--- config.mk ---
export PLATFORM = sky130hd
export DESIGN_NAME = pgfp_top
export DESIGN_NICKNAME = d
export VERILOG_FILES = /design/src/include/pgfp_pkg.sv /design/src/rtl/pgfp_top.sv
export VERILOG_INCLUDE_DIRS = /design/src /design/src/include
export SDC_FILE = /design/constraint.sdc
export NUM_CORES = 1
export LEC_CHECK = 0
export BUFFER_PORTS_ARGS = -buffer_cell sky130_fd_sc_hd__buf_2
export CAP_MARGIN = 20
export CORE_UTILIZATION = 55
export DETAILED_ROUTE_END_ITERATION = 8
export GPL_TIMING_DRIVEN = 0
export PLACE_DENSITY = 0.74
export RECOVER_POWER = 100
export SETUP_SLACK_MARGIN = 0.1
export SYNTH_ARGS = -nofsm -noshare
export SYNTH_HDL_FRONTEND = slang
export SYNTH_SLANG_ARGS = --single-unit
--- constraint.sdc ---
create_clock -name clk -period 2 [get_ports clk]
set_clock_uncertainty 0.1 [all_clocks]
set_input_delay 0.1 -clock clk [delete_from_list [all_inputs] [get_ports clk]]
set_output_delay 0.1 -clock clk [all_outputs]
set_load 0.005 [all_outputs]
--- src/include/pgfp_params.svh ---
// Purpose: Constants for the phase and ground fault protection supervisor.
// Assumes: 40 MHz clock.
// Notes:   Times are given in their own unit and converted to cycles here.
`ifndef PGFP_PARAMS_SVH
`define PGFP_PARAMS_SVH

`define PGFP_CLK_HZ            40000000
`define PGFP_IN_LOSS_TIME_MS   1000
`define PGFP_GND_CHECK_TIME_MS 20
`define PGFP_IN_LOSS_CYCLES    ((`PGFP_CLK_HZ / 1000) * `PGFP_IN_LOSS_TIME_MS)
`define PGFP_GND_CHECK_CYCLES  ((`PGFP_CLK_HZ / 1000) * `PGFP_GND_CHECK_TIME_MS)
`define PGFP_OUT_LOSS_EN_RST   1'h1
`define PGFP_IN_LOSS_EN_RST    1'h1
`define PGFP_GND_CHECK_EN_RST  1'h0
`define PGFP_CNT_W             26

`endif

--- src/include/pgfp_pkg.sv ---
// Purpose: Types for the phase and ground fault protection supervisor.
// Assumes: Nothing beyond the parameter header.
// Notes:   Fault codes are one-hot free; zero means no fault.
package pgfp_pkg;

	typedef enum logic [1:0] {
		FC_NONE,
		FC_OUT_LOSS,
		FC_IN_LOSS,
		FC_GROUND
	} pgfp_fault_t;

	typedef struct packed {
		logic out_loss_en;
		logic in_loss_en;
		logic gnd_check_en;
	} pgfp_settings_t;

	typedef struct packed {
		logic [2:0] out_phase_missing;
		logic       in_phase_missing;
		logic       regenerating;
		logic       earth_fault;
	} pgfp_sense_t;

endpackage : pgfp_pkg

--- src/rtl/pgfp_top.sv ---
// Purpose: Protection supervisor for phase loss and earth fault at start.
// Assumes: Sense inputs are synchronous; settings come from a parameter store.
// Notes:   Trips latch until reset or retry_clear.
`timescale 1ns/100ps
`include "pgfp_params.svh"

module pgfp_top (
	// Clock and reset
	input  wire logic                   clk,
	input  wire logic                   reset,
	// Settings store
	input  wire logic                   settings_we,
	input  wire pgfp_pkg::pgfp_settings_t settings_wdata,
	input  wire logic                   extended_display_select,
	// Run control
	input  wire logic                   start_cmd,
	input  wire logic                   retry_clear,
	// Sensing from the power stage
	input  wire pgfp_pkg::pgfp_sense_t  sense,
	// Results
	output logic                        drive_enable,
	output logic                        trip,
	output pgfp_pkg::pgfp_fault_t       fault_code,
	output pgfp_pkg::pgfp_settings_t    settings
);

	typedef enum logic [1:0] {
		ST_IDLE,
		ST_CHECK,
		ST_RUN,
		ST_TRIP
	} pgfp_state_t;

	pgfp_state_t              state_q, state_d;
	pgfp_pkg::pgfp_settings_t set_q, set_d;
	pgfp_pkg::pgfp_fault_t    code_q, code_d;
	logic [`PGFP_CNT_W-1:0]   loss_cnt_q, loss_cnt_d;
	logic [`PGFP_CNT_W-1:0]   gnd_cnt_q, gnd_cnt_d;
	logic                     start_q;
	logic                     start_edge;
	logic                     out_loss_hit;
	logic                     in_loss_seen;
	logic                     in_loss_hit;
	logic                     drive_d;
	logic                     drive_q;
	logic                     trip_q;
	logic                     trip_d;

	localparam logic [`PGFP_CNT_W-1:0] IN_LOSS_LAST = `PGFP_CNT_W'(`PGFP_IN_LOSS_CYCLES - 1);
	localparam logic [`PGFP_CNT_W-1:0] GND_LAST     = `PGFP_CNT_W'(`PGFP_GND_CHECK_CYCLES - 1);

	assign start_edge = start_cmd & ~start_q;

	// Settings only change while the extended display select is 0; other writes are dropped.
	always_comb begin
		set_d = set_q;
		if (settings_we && !extended_display_select) begin
			set_d = settings_wdata;
		end
	end

	// Phase loss detection rests on the bus-voltage-derived flags from the power stage.
	always_comb begin
		out_loss_hit = set_q.out_loss_en && (|sense.out_phase_missing) && !sense.regenerating;
		in_loss_seen = set_q.in_loss_en && sense.in_phase_missing && !sense.regenerating;
		in_loss_hit  = in_loss_seen && (loss_cnt_q == IN_LOSS_LAST);
	end

	// Any break in the loss flag restarts the one second window.
	always_comb begin
		loss_cnt_d = '0;
		if (in_loss_seen && state_q == ST_RUN && loss_cnt_q != IN_LOSS_LAST) begin
			loss_cnt_d = loss_cnt_q + `PGFP_CNT_W'(1);
		end
	end

	always_comb begin
		state_d   = state_q;
		code_d    = code_q;
		gnd_cnt_d = '0;
		drive_d   = 1'b0;
		unique case (state_q)
			ST_IDLE: begin
				if (start_edge) begin
					if (set_q.gnd_check_en) begin
						state_d = ST_CHECK;
					end else begin
						state_d = ST_RUN;
						drive_d = 1'b1;
					end
				end
			end
			ST_CHECK: begin
				// Output stays off for the whole check window.
				gnd_cnt_d = gnd_cnt_q + `PGFP_CNT_W'(1);
				if (sense.earth_fault) begin
					state_d = ST_TRIP;
					code_d  = pgfp_pkg::FC_GROUND;
				end else if (gnd_cnt_q == GND_LAST) begin
					state_d = ST_RUN;
					drive_d = 1'b1;
				end
			end
			ST_RUN: begin
				// Earth fault is not looked at here, only at start.
				drive_d = 1'b1;
				if (out_loss_hit) begin
					state_d = ST_TRIP;
					code_d  = pgfp_pkg::FC_OUT_LOSS;
					drive_d = 1'b0;
				end else if (in_loss_hit) begin
					state_d = ST_TRIP;
					code_d  = pgfp_pkg::FC_IN_LOSS;
					drive_d = 1'b0;
				end else if (!start_cmd) begin
					state_d = ST_IDLE;
					drive_d = 1'b0;
				end
			end
			ST_TRIP: begin
				if (retry_clear) begin
					state_d = ST_IDLE;
					code_d  = pgfp_pkg::FC_NONE;
				end
			end
		endcase
		// The trip flag is a register of its own so the output is never a state decode.
		trip_d = (state_d == ST_TRIP);
	end

	// Settings survive a trip; only reset brings back the defaults.
	always_ff @(posedge clk) begin
		if (reset) begin
			set_q <= '{out_loss_en: `PGFP_OUT_LOSS_EN_RST, in_loss_en: `PGFP_IN_LOSS_EN_RST,
			           gnd_check_en: `PGFP_GND_CHECK_EN_RST};
		end else begin
			set_q <= set_d;
		end
	end

	always_ff @(posedge clk) begin
		if (reset) begin
			loss_cnt_q <= '0;
		end else begin
			loss_cnt_q <= loss_cnt_d;
		end
	end

	// The edge detector idles low like the pin, so no false start follows reset.
	always_ff @(posedge clk) begin
		if (reset) begin
			start_q <= 1'h0;
		end else begin
			start_q <= start_cmd;
		end
	end

	always_ff @(posedge clk) begin
		if (reset) begin
			state_q   <= ST_IDLE;
			code_q    <= pgfp_pkg::FC_NONE;
			gnd_cnt_q <= '0;
			drive_q   <= 1'h0;
			trip_q    <= 1'h0;
		end else begin
			state_q   <= state_d;
			code_q    <= code_d;
			gnd_cnt_q <= gnd_cnt_d;
			drive_q   <= drive_d;
			trip_q    <= trip_d;
		end
	end

	// Every output is a register so downstream logic never sees decode glitches.
	assign drive_enable = drive_q;
	assign trip         = trip_q;
	assign fault_code   = code_q;
	assign settings     = set_q;

	// A single missing phase is enough; the check repeats for each output phase.
	for (genvar p = 0; p < 3; p++) begin : g_phase

	end
endmodule : pgfp_top

Word-level counts from Yosys, hierarchy flattened
Cells that the tools add are included.
Widths: inputs -> output; s select.
- register bits: 62
- latch bits: 0
- RAM bits: 0
- ROM bits: 0
- logic and storage cells: 64
- memories kept: 0
- add/subtract/negate cells: 2
- multipliers: 0
- div/mod/pow operators: 0
- $lt $le $gt $ge: 0
- equality and inequality tests: 10
- shift operators: 0
- muxes and demuxes: 22
- bitwise logic cells: 4
- reduce and logical (&&, ||, !) cells: 16
- operators with widths (kind ; count):
    $add 26x1->26 const B ; 2
    $eq 26x20->1 const B ; 1
    $eq 26x26->1 const B ; 1
    $ne 26x26->1 const B ; 1
    $mux 2 ; 12
    $logic_and 1x1->1 ; 8
    $pmux 2 s4 ; 1
    $mux 1 ; 7
    $eq 2x2->1 const B ; 3
    $pmux 2 s3 ; 1
    $ne 2x2->1 const B ; 2
    $reduce_and 4->1 ; 1
    $reduce_or 2->1 ; 2
    $ne 3x3->1 const B ; 1
    $not 1->1 ; 3
    $pmux 1 s3 ; 1
    $reduce_bool 3->1 ; 1
    $reduce_or 3->1 ; 1
    $eq 2x1->1 const B ; 1
    $logic_not 1->1 ; 2
    $logic_not 2->1 ; 1
    $and 1x1->1 ; 1

Depth between registers and ports, before layout
Gate-level depths: netlist (run 1).
- depth in word-level cells: 7
- mapped depth: 7
- depth with buffers taken out: 6

Least setup slack after synthesis (run 1)
No wires, ideal clock.
- path type: register to register
- start point: reg loss_cnt_q[0]
- end point: reg loss_cnt_q[19]
- library setup time: 117 ps
- arrival time: 1493 ps
- setup slack: 290 ps
- stages on the path, launching flop included: 8
- cell sequence: dfxtp_1 -> ha_1 -> and4_1 -> and2_1 -> nand4_1 -> nand3_2 -> buf_2 -> nor2_1
- cells in the longest elaborated chain, start to end: 4
- RTL lines (element ; line ; source):
    start, declared ; pgfp_top.sv:37 ; logic [`PGFP_CNT_W-1:0] loss_cnt_q, loss_cnt_d;
    start signal, assigned ; pgfp_top.sv:145 ; loss_cnt_q <= loss_cnt_d;
    parallel branches: the longest is 4 deep, another holds $add 26x1->26 ; n/a ;
Parallel ways; which one is timed is not known.
A chain may end at the register's enable or synchronous reset.

Final worst setup path (run 1)
- start point: reg loss_cnt_q[1]
- end point: reg loss_cnt_q[19]
Same word-level chain as after synthesis.

==> results.md, run 1 <==
- Outcome: complete, no violations
- I/O Pins: 22
- CP startpoint kind: flop
- Fin util: 0.694
- Synth area leader: dfxtp_1
- H-tree depth: 3
- Drt pass-1 iters: 4
- Clock power frac: 0.457
- Routability cong.: 0.834
- CP peak stage delay: 0.35 ns
- Hold Startpoint: sense[1]
- Synth area leaders: dfxtp_1 43%, xnor2_1 7.0%, nor2_1 6.7%
- Die Wd: 74.2 um
- Drt first-iter violations: 156
- WL/cell: 13.1 um
- Detailed Route WL: 5770 um
- Core footprint: 0.00488 mm^2
- Clk sinks: 62
- CP cell instances: ha_2 > and4_4 > and2_4 > nand4_1 > nand3_1 > buf_6 > nor2_1
- Max clock buf depth: 2
- Largest net degree at the start of global routing: 12
- Minimum clock period after layout: 1.91 ns
- CTS root buf: clkbuf_8
- Initial Util: 0.587
- Overflow after GRT: 0
- Final setup viols: 0
- Synth Area in XOR/XNOR: 0.135
- Nets: 385
- Vias after detailed routing: 2415
- Top cell type's share of synthesized area: 0.433
- Synth Area in Simple Gates: 0.335
- Internal: 2.07 mW
- Post-synthesis register bit count: 62
- Post-synth cell types: 40
- Synthesized-area fraction occupied by adder cells: 0.00874
- Power Density: 787 mW/mm^2
- Crit path DAT: 2.04 ns
- Hold_ws: 0.0313 ns
- Switching fraction of total power: 0.224
- Worst-path clk slew: 0.07 ns
- Place WS: -0.0555 ns
- Critical path endpoint category: flop
- Residual DRC: 0
- Crit path launch: loss_cnt_q[1]$_SDFF_PP0_
- Main combinational cell family by area after synthesis: simple AND/OR/NAND/NOR gates
- Post-synthesis sequential area ratio: 0.433
- Max-Cap Viols: 0
- Worst-path cell with the longest stage delay: dfxtp_1
- Multiplexer share of the synthesized area: 0.00699
- Global-route wire length before repair: 9320 um
- Worst Tran Pin Value: 0.480 ns
- Die area: 0.00550 mm^2
- Rows: 25
- Worst r2r src: loss_cnt_q[1]$_SDFF_PP0_
- Share of synthesized registers carrying an async set or reset: 0
- Area grow syn2layout: 18.3%
- CTS tree: built
- Slew margin rel.: 0.680
- Vias in the first global route: 2224
- Post-synth EDFFs: 0
- Cells after synthesis: 328
- Worst setup margin: 0.0924 ns
- Max Fclk: 0.524 GHz
- Port Buf Inserts: 21
- Post-synthesis compound-gate area fraction: 0.0529
- Period utilisation layout: 0.954
- Switch Pwr: 0.598 mW
- Combinational power share: 0.064
- ANT cells: 0
- Worst Hold Class: input pin to flop
- DR vias/cell: 5.49
- RSZ-0062 raised after global routing: true
- Synth Cell Area: 0.00286 mm^2
- Avg Inst Size Synth: 8.73 um^2
- Clk_lat worst skew: 0.34 ns
- Pleak: 1.11 nW
- Crit Path Class: flop to flop
- Ys Warns: 0
- CTS Buf Count: 9
- Final hold viol count: 0
- Synthesized net count: 345
- Slew Viols, Final: 0
- Worst endpoint required time: 2.13 ns
- Final HPWL DP: 3790 um
- Ys flop type: dfxtp_1
- Crit path max fanout: 10
- Initial antenna violation count: 0
- GRT Overall Usage: 0.225
- Fraction of layout cells with a size suffix above 1: 0.158
- DRT antenna net count: 0
- Reg power frac: 0.479
- Peak VDD IR: 0.000545 V
- Die Span Y: 74.2 um
## sequential cells by signal, indices dropped and copies added, names as in the netlist
signal	count
drive_enable	1
trip	1
settings	3
gnd_cnt_q	26
start_q	1
fault_code	2
loss_cnt_q	26
state_q	2
## cell families after synthesis
| kind of cell | Yosys count |
|---|---|
| fa+ha+maj | 2 |
| buf+inv | 19 |
| simple gates | 175 |
| mux | 2 |
| compound gates | 24 |
| flops | 62 |
| xor+xnor | 44 |
## final cells by class
type                    count  area (um^2)
plain buffers              11         66.3
clock buffers              10          138
clock inverters             6         85.1
fillers                   411         1490
inverters                   8         30.0
multi-input cells         247         1570
flip-flops and latches     62         1240
well taps                  67         83.8
repair buffers             29          171
## Yosys cell counts (6+ instances only)
master / n
nor2_1: 51
nand2_1: 20
xor2_1: 21
nand4_1: 14
clkbuf_1: 7
o21ai_0: 8
and3_1: 12
nor2b_1: 7
nor3_1: 13
and4_1: 6
dfxtp_1: 62
inv_1: 8
xnor2_1: 23
nand3_1: 17
## what timing repair did
item                                   4_1_cts  5_1_grt
hold buffers                                 5        0
pin swaps                                    2        2
endpoints found under the hold margin        6        0
setup endpoints to repair                   20       29
setup buffers                                0        3
resized for setup                            6       16
## metrics by stage
step                instance area, um^2  instances  total power, mW  TNS, ns
finish                             3390        440             2.67        0
global route                       3390        440             2.75        0
CTS                                3340        437             2.69        0
detailed placement                 3050        416             1.46   -0.916
global placement                   3050        416             1.46  -0.0394
floorplan                          2860        328             1.40        0
## layout by cell type, fill, tap and decap left out, types with 4 or more instances in the layout
cell type,Yosys,layout
a21oi_1,5,5
and3_1,12,12
and4_1,6,5
buf_2,3,17
clkbuf_1,7,10
clkbuf_8,0,10
dfxtp_1,62,61
dlygate4sd3_1,0,5
inv_1,8,8
nand2_1,20,20
nand2b_1,4,4
nand3_1,17,18
nand4_1,14,14
nor2_1,51,51
nor2b_1,7,7
nor3_1,13,8
nor3_2,2,6
nor4_1,4,4
o21ai_0,8,8
or3_1,5,5
xnor2_1,23,23
xor2_1,21,21
## critical path: cells and delay by family, from the launching register on
| kind | cells | cell delay (ns) |
|---|---|---|
| and+or+nand+nor | 5 | 0.93 |
| DFF | 1 | 0.35 |
| adders and majority gates | 1 | 0.21 |
| buffers and inverters | 1 | 0.20 |
## power by group through the flow
stage | Sequential (mW) | Clock (mW) | Combinational, mW
finish | 1.28 | 1.22 | 0.170
global route | 1.28 | 1.28 | 0.188
CTS | 1.28 | 1.24 | 0.170
detailed placement | 1.30 | 0 | 0.159
global placement | 1.30 | 0 | 0.156
floorplan | 1.30 | 0 | 0.102
## layer usage
metal / wire length [um] / vias up / global-route usage
li1: - / 1226 / -
met1: 2720 / 1112 / 0.281
met2: 2680 / 67 / 0.367
met3: 248 / 10 / 0.0407
met4: 114 / 0 / 0.128
met5: 0 / - / 0
## worst paths after layout
check | end | slack [ns] | depth (start not counted)
min reg2reg | loss_cnt_q[0]$_SDFF_PP0_ | 0.33 | 1
max reg2reg | loss_cnt_q[19]$_SDFF_PP0_ | 0.09 | 7
min | fault_code[0]$_SDFFE_PP0P_ | 0.03 | 4
max | loss_cnt_q[19]$_SDFF_PP0_ | 0.09 | 7
Note: power is estimated with default switching activity, not from simulation.
==> run 2: changes to the inputs <==
--- a/config.mk
+++ b/config.mk
@@ -6,6 +6,7 @@
 export SDC_FILE = /design/constraint.sdc
 export NUM_CORES = 1
 export LEC_CHECK = 0
+export ABC_AREA = 1
 export BUFFER_PORTS_ARGS = -buffer_cell sky130_fd_sc_hd__buf_2
 export CAP_MARGIN = 20
 export CORE_UTILIZATION = 55
@@ -17,3 +18,4 @@
 export SYNTH_ARGS = -nofsm -noshare
 export SYNTH_HDL_FRONTEND = slang
 export SYNTH_SLANG_ARGS = --single-unit
+export TNS_END_PERCENT = 30
==> run 2 against run 1 <==
  * Sequential share of layout area shrank 3.7 points
  * Synthesized area grew 13%
  * Highest routed layer unchanged
  * Register-to-register slack gained 0.096 ns
  * Core utilization shrank 1.4 points
  * Worst setup slack gained 0.096 ns
  * Hold slack lost 0.025 ns
==> results.md, run 2 <==
- Global-route wire length before repair: 11400 um (+23%)
- Post-synthesis register bit count: 62 (unchanged)
- CP cell instances: ha_2 > nand2_2 > nor2_4 > nand2_4 > inv_2 > nand2_2 > nor2_4 > nand4_1 > nor2_2 > nand2_1 > nand2_1 > a21oi_1
- Drt pass-1 iters: 4 (unchanged)
- Synth Area in Simple Gates: 0.418 (+0.0834)
- Post-synth EDFFs: 0 (unchanged)
- Max clock buf depth: 2 (unchanged)
- Ys Warns: 0 (unchanged)
- Clk_lat worst skew: 0.34 ns (about the same)
- Post-synth cell types: 36 (-10%)
- Synth area leader: dfxtp_1
- Cells after DPL: 551 (+32%)
- Fraction of layout cells with a size suffix above 1: 0.188 (+0.0301)
- GRT Overall Usage: 0.234 (+0.00872)
- Setup TNS: 0 ns (unchanged)
- Top-count cell post-synth: nand2_1
- Final setup viols: 0 (unchanged)
- Area grow syn2layout: 17.3%
- CTS tree: built
- Post-synthesis compound-gate area fraction: 0.0785 (+0.0256)
- Synth area leaders: dfxtp_1 38%, nand2_1 9.6%, nor2_1 8.1%
- Worst endpoint required time: 2.13 ns (about the same)
- Vias in the first global route: 2771 (+25%)
- Slew margin rel.: 0.606 (-0.0743)
- Die area: 0.00619 mm^2 (+13%)
- Finished Layout Cells: 582 (+32%)
- Vias after detailed routing: 3022 (+25%)
- Most common cell after layout, fill and taps aside: nand2_1
- Post-synthesis sequential area ratio: 0.384 (-0.0498)
- Largest net degree at the start of global routing: 11 (-1)
- Hold Startpoint: extended_display_select
- Ys flop type: dfxtp_1
- Die Span Y: 78.7 um (+6.1%)
- Worst r2r src: gnd_cnt_q[0]$_SDFF_PP0_
- Most common library cells after synthesis: 83 x nand2_1, 70 x nor2_1, 62 x dfxtp_1, 62 x inv_1, 26 x nand3_1
- Worst-path clk slew: 0.07 ns (about the same)
- Port Buf Inserts: 21 (unchanged)
- Rows: 27 (+8.0%)
- WL/cell: 11.9 um (-9.6%)
- Routability cong.: 0.912 (+9.3%)
- Main combinational cell family by area after synthesis: simple AND/OR/NAND/NOR gates
- Clk sinks: 62 (unchanged)
- Peak VDD IR: 0.000496 V (-9.0%)
- Crit path max fanout: 5 (-5)
- Die Wd: 78.7 um (+6.1%)
- Final HPWL DP: 4870 um (+28%)
- DRT antenna net count: 0 (unchanged)
- CTS Buf Count: 9 (unchanged)
- Detailed Route WL: 6900 um (+20%)
- CTS root buf: clkbuf_8
- Synthesized-area fraction occupied by adder cells: 0.00773 (-0.00100)
- DR vias/cell: 5.19 (-5.4%)
- Worst Hold Class: input pin to flop
- Overflow after GRT: 0 (unchanged)
- Worst Hold Path EP: settings[2]$_SDFFE_PP1P_
- Crit path DAT: 1.94 ns (-0.10 ns)
- Outcome: complete, no violations
- Hold path cells: 3 (-1)
- Total Power: 2.53 mW (-4.9%)
- Core footprint: 0.00557 mm^2 (+14%)
- Nets: 522 (+36%)
- RSZ-0062 raised after global routing: true
- Critical path endpoint category: flop
- Top cell type's share of synthesized area: 0.384 (-0.0498)
- Slew Viols, Final: 0 (unchanged)
- Minimum clock period after layout: 1.81 ns (-0.0964 ns)
- Max-Cap Viols: 0 (unchanged)
- Flop2flop setup slack: 0.19 ns (+0.10 ns)
- Worst r2r dst: gnd_cnt_q[20]$_SDFF_PP0_
- Cells after synthesis: 458 (+40%)
- Crit Path Class: flop to flop
- Synth Area in XOR/XNOR: 0.0244 (-0.110)
- Most frequent cells in the layout: 81 x nand2_1, 69 x nor2_1, 62 x inv_1
- FF-to-FF path depth: 12 (+5)
- Worst-path cell with the longest stage delay: dfxtp_4
- H-tree depth: 3 (unchanged)
- Initial antenna violation count: 0 (unchanged)
- Fillers: 480 (+17%)
- Period utilisation layout: 0.906 (-0.0482)
- Worst Tran Pin Value: 0.586 ns (+0.106 ns)
- I/O Pins: 22 (unchanged)
- Power Density: 668 mW/mm^2 (-15%)
- Synth Cell Area: 0.00324 mm^2 (+13%)
- Multiplexer share of the synthesized area: 0 (-0.00699)
- Max Fclk: 0.552 GHz (+5.3%)
- CP peak stage delay: 0.38 ns (+0.03 ns)
- Drt first-iter violations: 123 (-21%)
- CP startpoint kind: flop
- Avg Inst Size Synth: 7.06 um^2 (-19%)
- Pleak: 1.36 nW (+22%)
- ANT cells: 0 (unchanged)
- Final hold viol count: 0 (unchanged)
- Initial Util: 0.580 (-0.00645)
- Synthesized net count: 475 (+38%)
- Residual DRC: 0 (unchanged)
- Share of synthesized registers carrying an async set or reset: 0 (unchanged)
-- run 2: cell types whose count changed in the layout (fill, tap and decap cells not counted), moves of 7 or more --
cell | previous run | this run
nor2_2 | 0 | 12
nor2_1 | 51 | 69
a21oi_1 | 5 | 21
xor2_1 | 21 | 6
buf_4 | 0 | 9
nand2_2 | 0 | 8
nand2_1 | 20 | 81
xnor2_1 | 23 | 3
inv_1 | 8 | 62
nor2b_1 | 7 | 0
nor3_1 | 8 | 20
and3_1 | 12 | 0
nand3_1 | 18 | 26
-- run 2: worst max-delay path by stage --
stage,start,endpoint,slack (ns),cells past startpoint
after floorplan,gnd_cnt_q[0]$_SDFF_PP0_,gnd_cnt_q[20]$_SDFF_PP0_,0.34,12
after global placement,loss_cnt_q[0]$_SDFF_PP0_,loss_cnt_q[18]$_SDFF_PP0_,0.14,9
after detailed placement,gnd_cnt_q[0]$_SDFF_PP0_,gnd_cnt_q[20]$_SDFF_PP0_,0.10,12
after CTS,gnd_cnt_q[0]$_SDFF_PP0_,gnd_cnt_q[20]$_SDFF_PP0_,0.10,12
after global routing,loss_cnt_q[4]$_SDFF_PP0_,loss_cnt_q[16]$_SDFF_PP0_,0.04,9
final,gnd_cnt_q[0]$_SDFF_PP0_,gnd_cnt_q[20]$_SDFF_PP0_,0.19,12
-- run 2: routing by layer --
| layer | global-route usage | share of wire |
|---|---|---|
| met5 | 0 | 0 |
| met3 | 0.0414 | 0.035 |
| met4 | 0.104 | 0.010 |
| met1 | 0.283 | 0.47 |
| met2 | 0.404 | 0.48 |
-- run 2: metrics by stage --
stage / utilization / setup WS, ns / hold WS (ns) / area [um^2]
6_report: 0.681 / 0.189 / 0.00603 / 3790
3_3_place_gp: 0.615 / 0.141 / 0.211 / 3430
3_5_place_dp: 0.615 / 0.105 / 0.214 / 3430
4_1_cts: 0.666 / 0.101 / 0.00166 / 3710
2_1_floorplan: - / 0.336 / 0.0691 / 3240
5_1_grt: 0.681 / 0.0380 / 0.0227 / 3790
-- run 2: critical path: cells and delay by family, from the launching register on --
| kind | cells | cell delay [ns] |
|---|---|---|
| simple gates | 9 | 0.94 |
| flops | 1 | 0.38 |
| fa+ha+maj | 1 | 0.19 |
| buf+inv | 1 | 0.06 |
| compound gates | 1 | 0.04 |
-- run 2: layout make-up --
| type | instances | area [um^2] | share of cell area |
|---|---|---|---|
| clock inverters | 4 | 45.0 | 0.0119 |
| flip-flops and latches | 62 | 1250 | 0.330 |
| clock buffers | 12 | 155 | 0.0409 |
| multi-input cells | 325 | 1740 | 0.457 |
| plain buffers | 5 | 36.3 | 0.00956 |
| well taps | 72 | 90.1 | 0.0237 |
| inverters | 66 | 248 | 0.0653 |
| repair buffers | 36 | 234 | 0.0617 |
-- run 2: logic make-up (layout without fill, tap and decap cells) --
family,after synthesis,after routing
and+or+nand+nor,268,268
DFF,62,62
xor gates and xnor gates,9,9
AOI/OAI and AO/OA,46,46
buffers and inverters,71,123
adders and majority gates,2,2
-- run 2: power breakdown --
group,switching [mW],total (mW),internal (mW)
Sequential,0.0161,1.27,1.25
Clock,0.486,1.12,0.638
Combinational,0.0810,0.141,0.0604
-- run 2: timing repair --
item                                   in CTS  in global routing
resized for setup                           0                 19
hold buffers                                8                  0
setup endpoints to repair                   0                 36
endpoints found under the hold margin       6                  0
buffers inserted                            0                  7
==> run 3: changes to the inputs <==
--- a/config.mk
+++ b/config.mk
@@ -11,7 +11,7 @@
 export CAP_MARGIN = 20
 export CORE_UTILIZATION = 55
 export DETAILED_ROUTE_END_ITERATION = 8
-export GPL_TIMING_DRIVEN = 0
+export GPL_TIMING_DRIVEN = 1
 export PLACE_DENSITY = 0.74
 export RECOVER_POWER = 100
 export SETUP_SLACK_MARGIN = 0.1
==> run 3 against run 2 <==
  * Worst setup slack got worse by 0.050 ns
  * Largest cell class unchanged
  * Register-to-register slack got worse by 0.03 ns
  * Combinational power rose by 7%
  * Core utilization fell by 1.6 points
  * Sequential power barely moved
  * Cell count fell by 1.0%
  * Die area did not move
  * First-iteration DRC count fell by 2.4%
  * Global-route usage rose by 0.82 points
  * Design area fell by 2.4%
==> results.md, run 3 (synthesis results as in run 2) <==
- I/O Pins: 22 (unchanged)
- Crit Path Class: input pin to flop
- Largest net degree at the start of global routing: 27 (+16)
- CTS root buf: clkbuf_8
- # Post-CTS Setup Buffers: 0 (unchanged)
- Vias after detailed routing: 3037 (+0.50%)
- Drt first-iter violations: 120 (-2.4%)
- Worst-path cell with the longest stage delay: dlygate4sd3_1
- Pleak: 1.31 nW (-3.9%)
- Worst r2r src: loss_cnt_q[0]$_SDFF_PP0_
- ANT cells: 0 (unchanged)
- Slew margin rel.: 0.594 (-0.0113)
- Placed instance area: 0.00342 mm^2 (-0.18%)
- Vias in the first global route: 2895 (+4.5%)
- Crit path max fanout: 1 (-4)
- Residual DRC: 0 (unchanged)
- CTS tree: built
- Worst Tran Pin Value: 0.603 ns (+0.0168 ns)
- Crit path buf inv count: 4 (+3)
- Port Buf Inserts: 21 (unchanged)
- Crit path DAT: 1.99 ns (+0.05 ns)
- Detailed Route WL: 7050 um (+2.2%)
- Max-Cap Viols: 0 (unchanged)
- Worst-path clk slew: 0.07 ns (about the same)
- Critical path endpoint category: flop
- Final HPWL DP: 5050 um (+3.7%)
- Power Density: 685 mW/mm^2 (+2.6%)
- Place WS: 0.166 ns (+0.0614 ns)
- CP cell instances: dlygate4sd3_1 > buf_2 > nand2_1 > dlygate4sd3_1 > o211ai_1 > dlygate4sd3_1
- FF-to-FF path depth: 8 (-4)
- Final setup viols: 0 (unchanged)
- DRT antenna net count: 0 (unchanged)
- Drt pass-1 iters: 4 (unchanged)
- Hold Startpoint: sense[0]
- Slew Viols, Final: 0 (unchanged)
- Die Wd: 78.7 um (unchanged)
- Worst Hold Class: input pin to flop
- GRT Overall Usage: 0.242 (+0.00821)
- Core footprint: 0.00557 mm^2 (unchanged)
- Clk sinks: 62 (unchanged)
- CP peak stage delay: 0.56 ns (+0.18 ns)
- Worst endpoint required time: 2.13 ns (about the same)
- Post-Layout Inst Area: 0.00370 mm^2 (-2.4%)
- Worst Hold Path EP: drive_enable$_SDFF_PP0_
- Area grow syn2layout: 14.5%
- Worst r2r dst: loss_cnt_q[24]$_SDFF_PP0_
- Flop2flop setup slack: 0.16 ns (-0.03 ns)
- Die area: 0.00619 mm^2 (unchanged)
- CTS Buf Count: 9 (unchanged)
- Fraction of layout cells with a size suffix above 1: 0.155 (-0.0335)
- Outcome: complete, no violations
- Overflow after GRT: 0 (unchanged)
- Max clock buf depth: 2 (unchanged)
- CP most frequent cell: dlygate4sd3_1
- Clk_lat worst skew: 0.35 ns (about the same)
- DR vias/cell: 5.27 (+1.5%)
- Minimum clock period after layout: 1.86 ns (+0.0502 ns)
- Worst setup margin: 0.139 ns (-0.0502 ns)
- Global-route wire length before repair: 11800 um (+3.3%)
- Setup TNS: 0 ns (unchanged)
- CP startpoint kind: input pin
- Final hold viol count: 0 (unchanged)
- Peak VDD IR: 0.000462 V (-6.9%)
- Die Span Y: 78.7 um (unchanged)
- Max Fclk: 0.537 GHz (-2.7%)
- Initial antenna violation count: 0 (unchanged)
- WL/cell: 12.2 um (+3.3%)
- Period utilisation layout: 0.931 (+0.0251)
- Routability cong.: 0.860 (-5.7%)
- Most frequent cells in the layout: 83 x nand2_1, 70 x nor2_1, 62 x inv_1
- Nets: 516 (-1.1%)
- Worst path top cell family by delay: buffers and inverters
- Rows: 27 (unchanged)
- Total Power: 2.54 mW (+0.19%)
- RSZ-0062 raised after global routing: true
- Most common cell after layout, fill and taps aside: nand2_1
- Hold path cells: 4 (+1)
- H-tree depth: 3 (unchanged)
- Initial Util: 0.580 (unchanged)
==> run 3: layout make-up <==
cell class | count | area [um^2]
tap | 72 | 90.1
sequential | 62 | 1240
multi-input combinational | 326 | 1700
inverter | 66 | 248
clock inverter | 4 | 45.0
timing repair buffer | 34 | 221
fill | 497 | 1870
clock buffer | 12 | 155
==> run 3: where the power goes <==
part           switching, mW  leakage [nW]  total, mW  internal (mW)
combinational         0.0878         0.702      0.151         0.0633
clock                  0.481         0.106       1.12          0.637
sequential            0.0159         0.501       1.27           1.25
==> run 3: worst max-delay path by stage <==
stage	start	end	slack, ns	cells past startpoint
2_1_floorplan	gnd_cnt_q[0]$_SDFF_PP0_	gnd_cnt_q[20]$_SDFF_PP0_	0.34	12
3_3_place_gp	loss_cnt_q[0]$_SDFF_PP0_	loss_cnt_q[12]$_SDFF_PP0_	0.22	8
3_5_place_dp	loss_cnt_q[0]$_SDFF_PP0_	loss_cnt_q[12]$_SDFF_PP0_	0.17	8
4_1_cts	loss_cnt_q[0]$_SDFF_PP0_	loss_cnt_q[12]$_SDFF_PP0_	0.15	8
5_1_grt	gnd_cnt_q[1]$_SDFF_PP0_	gnd_cnt_q[24]$_SDFF_PP0_	0.03	8
6_report	settings_wdata[2]	settings[2]$_SDFFE_PP1P_	0.14	6
==> run 3: per-stage QoR <==
stage | hold WS (ns) | utilization | std cells
2_1_floorplan | 0.0691 | - | 458
3_3_place_gp | 0.211 | 0.614 | 550
3_5_place_dp | 0.219 | 0.614 | 550
4_1_cts | 0.00739 | 0.666 | 575
5_1_grt | 0.0568 | 0.665 | 576
6_report | 0.0102 | 0.665 | 576
==> run 3: layer usage <==
metal  part of all wire  wire length, um  up-vias  track usage
met1               0.46             3260     1395        0.279
li1                   -                -     1572            -
met2               0.48             3370       57        0.420
met4              0.023              163        0        0.143
met3              0.037              260       13       0.0414
met5                  0                0        -            0
==> run 3: worst register-to-register path, cell delays in order, from the launching register on <==
cell     delay [ns]
dfxtp_1        0.34
ha_1           0.22
nand2_1        0.08
nor2_1         0.05
nand2_2        0.11
nor2_1         0.08
nand2_1        0.14
nand4_2        0.35
nor3b_1        0.29
==> run 3: timing repair <==
| action | in CTS | in global routing |
|---|---|---|
| setup endpoints to repair | 0 | 25 |
| hold buffers | 9 | 0 |
| hold endpoints to repair | 6 | 0 |
| resized for setup | 0 | 2 |
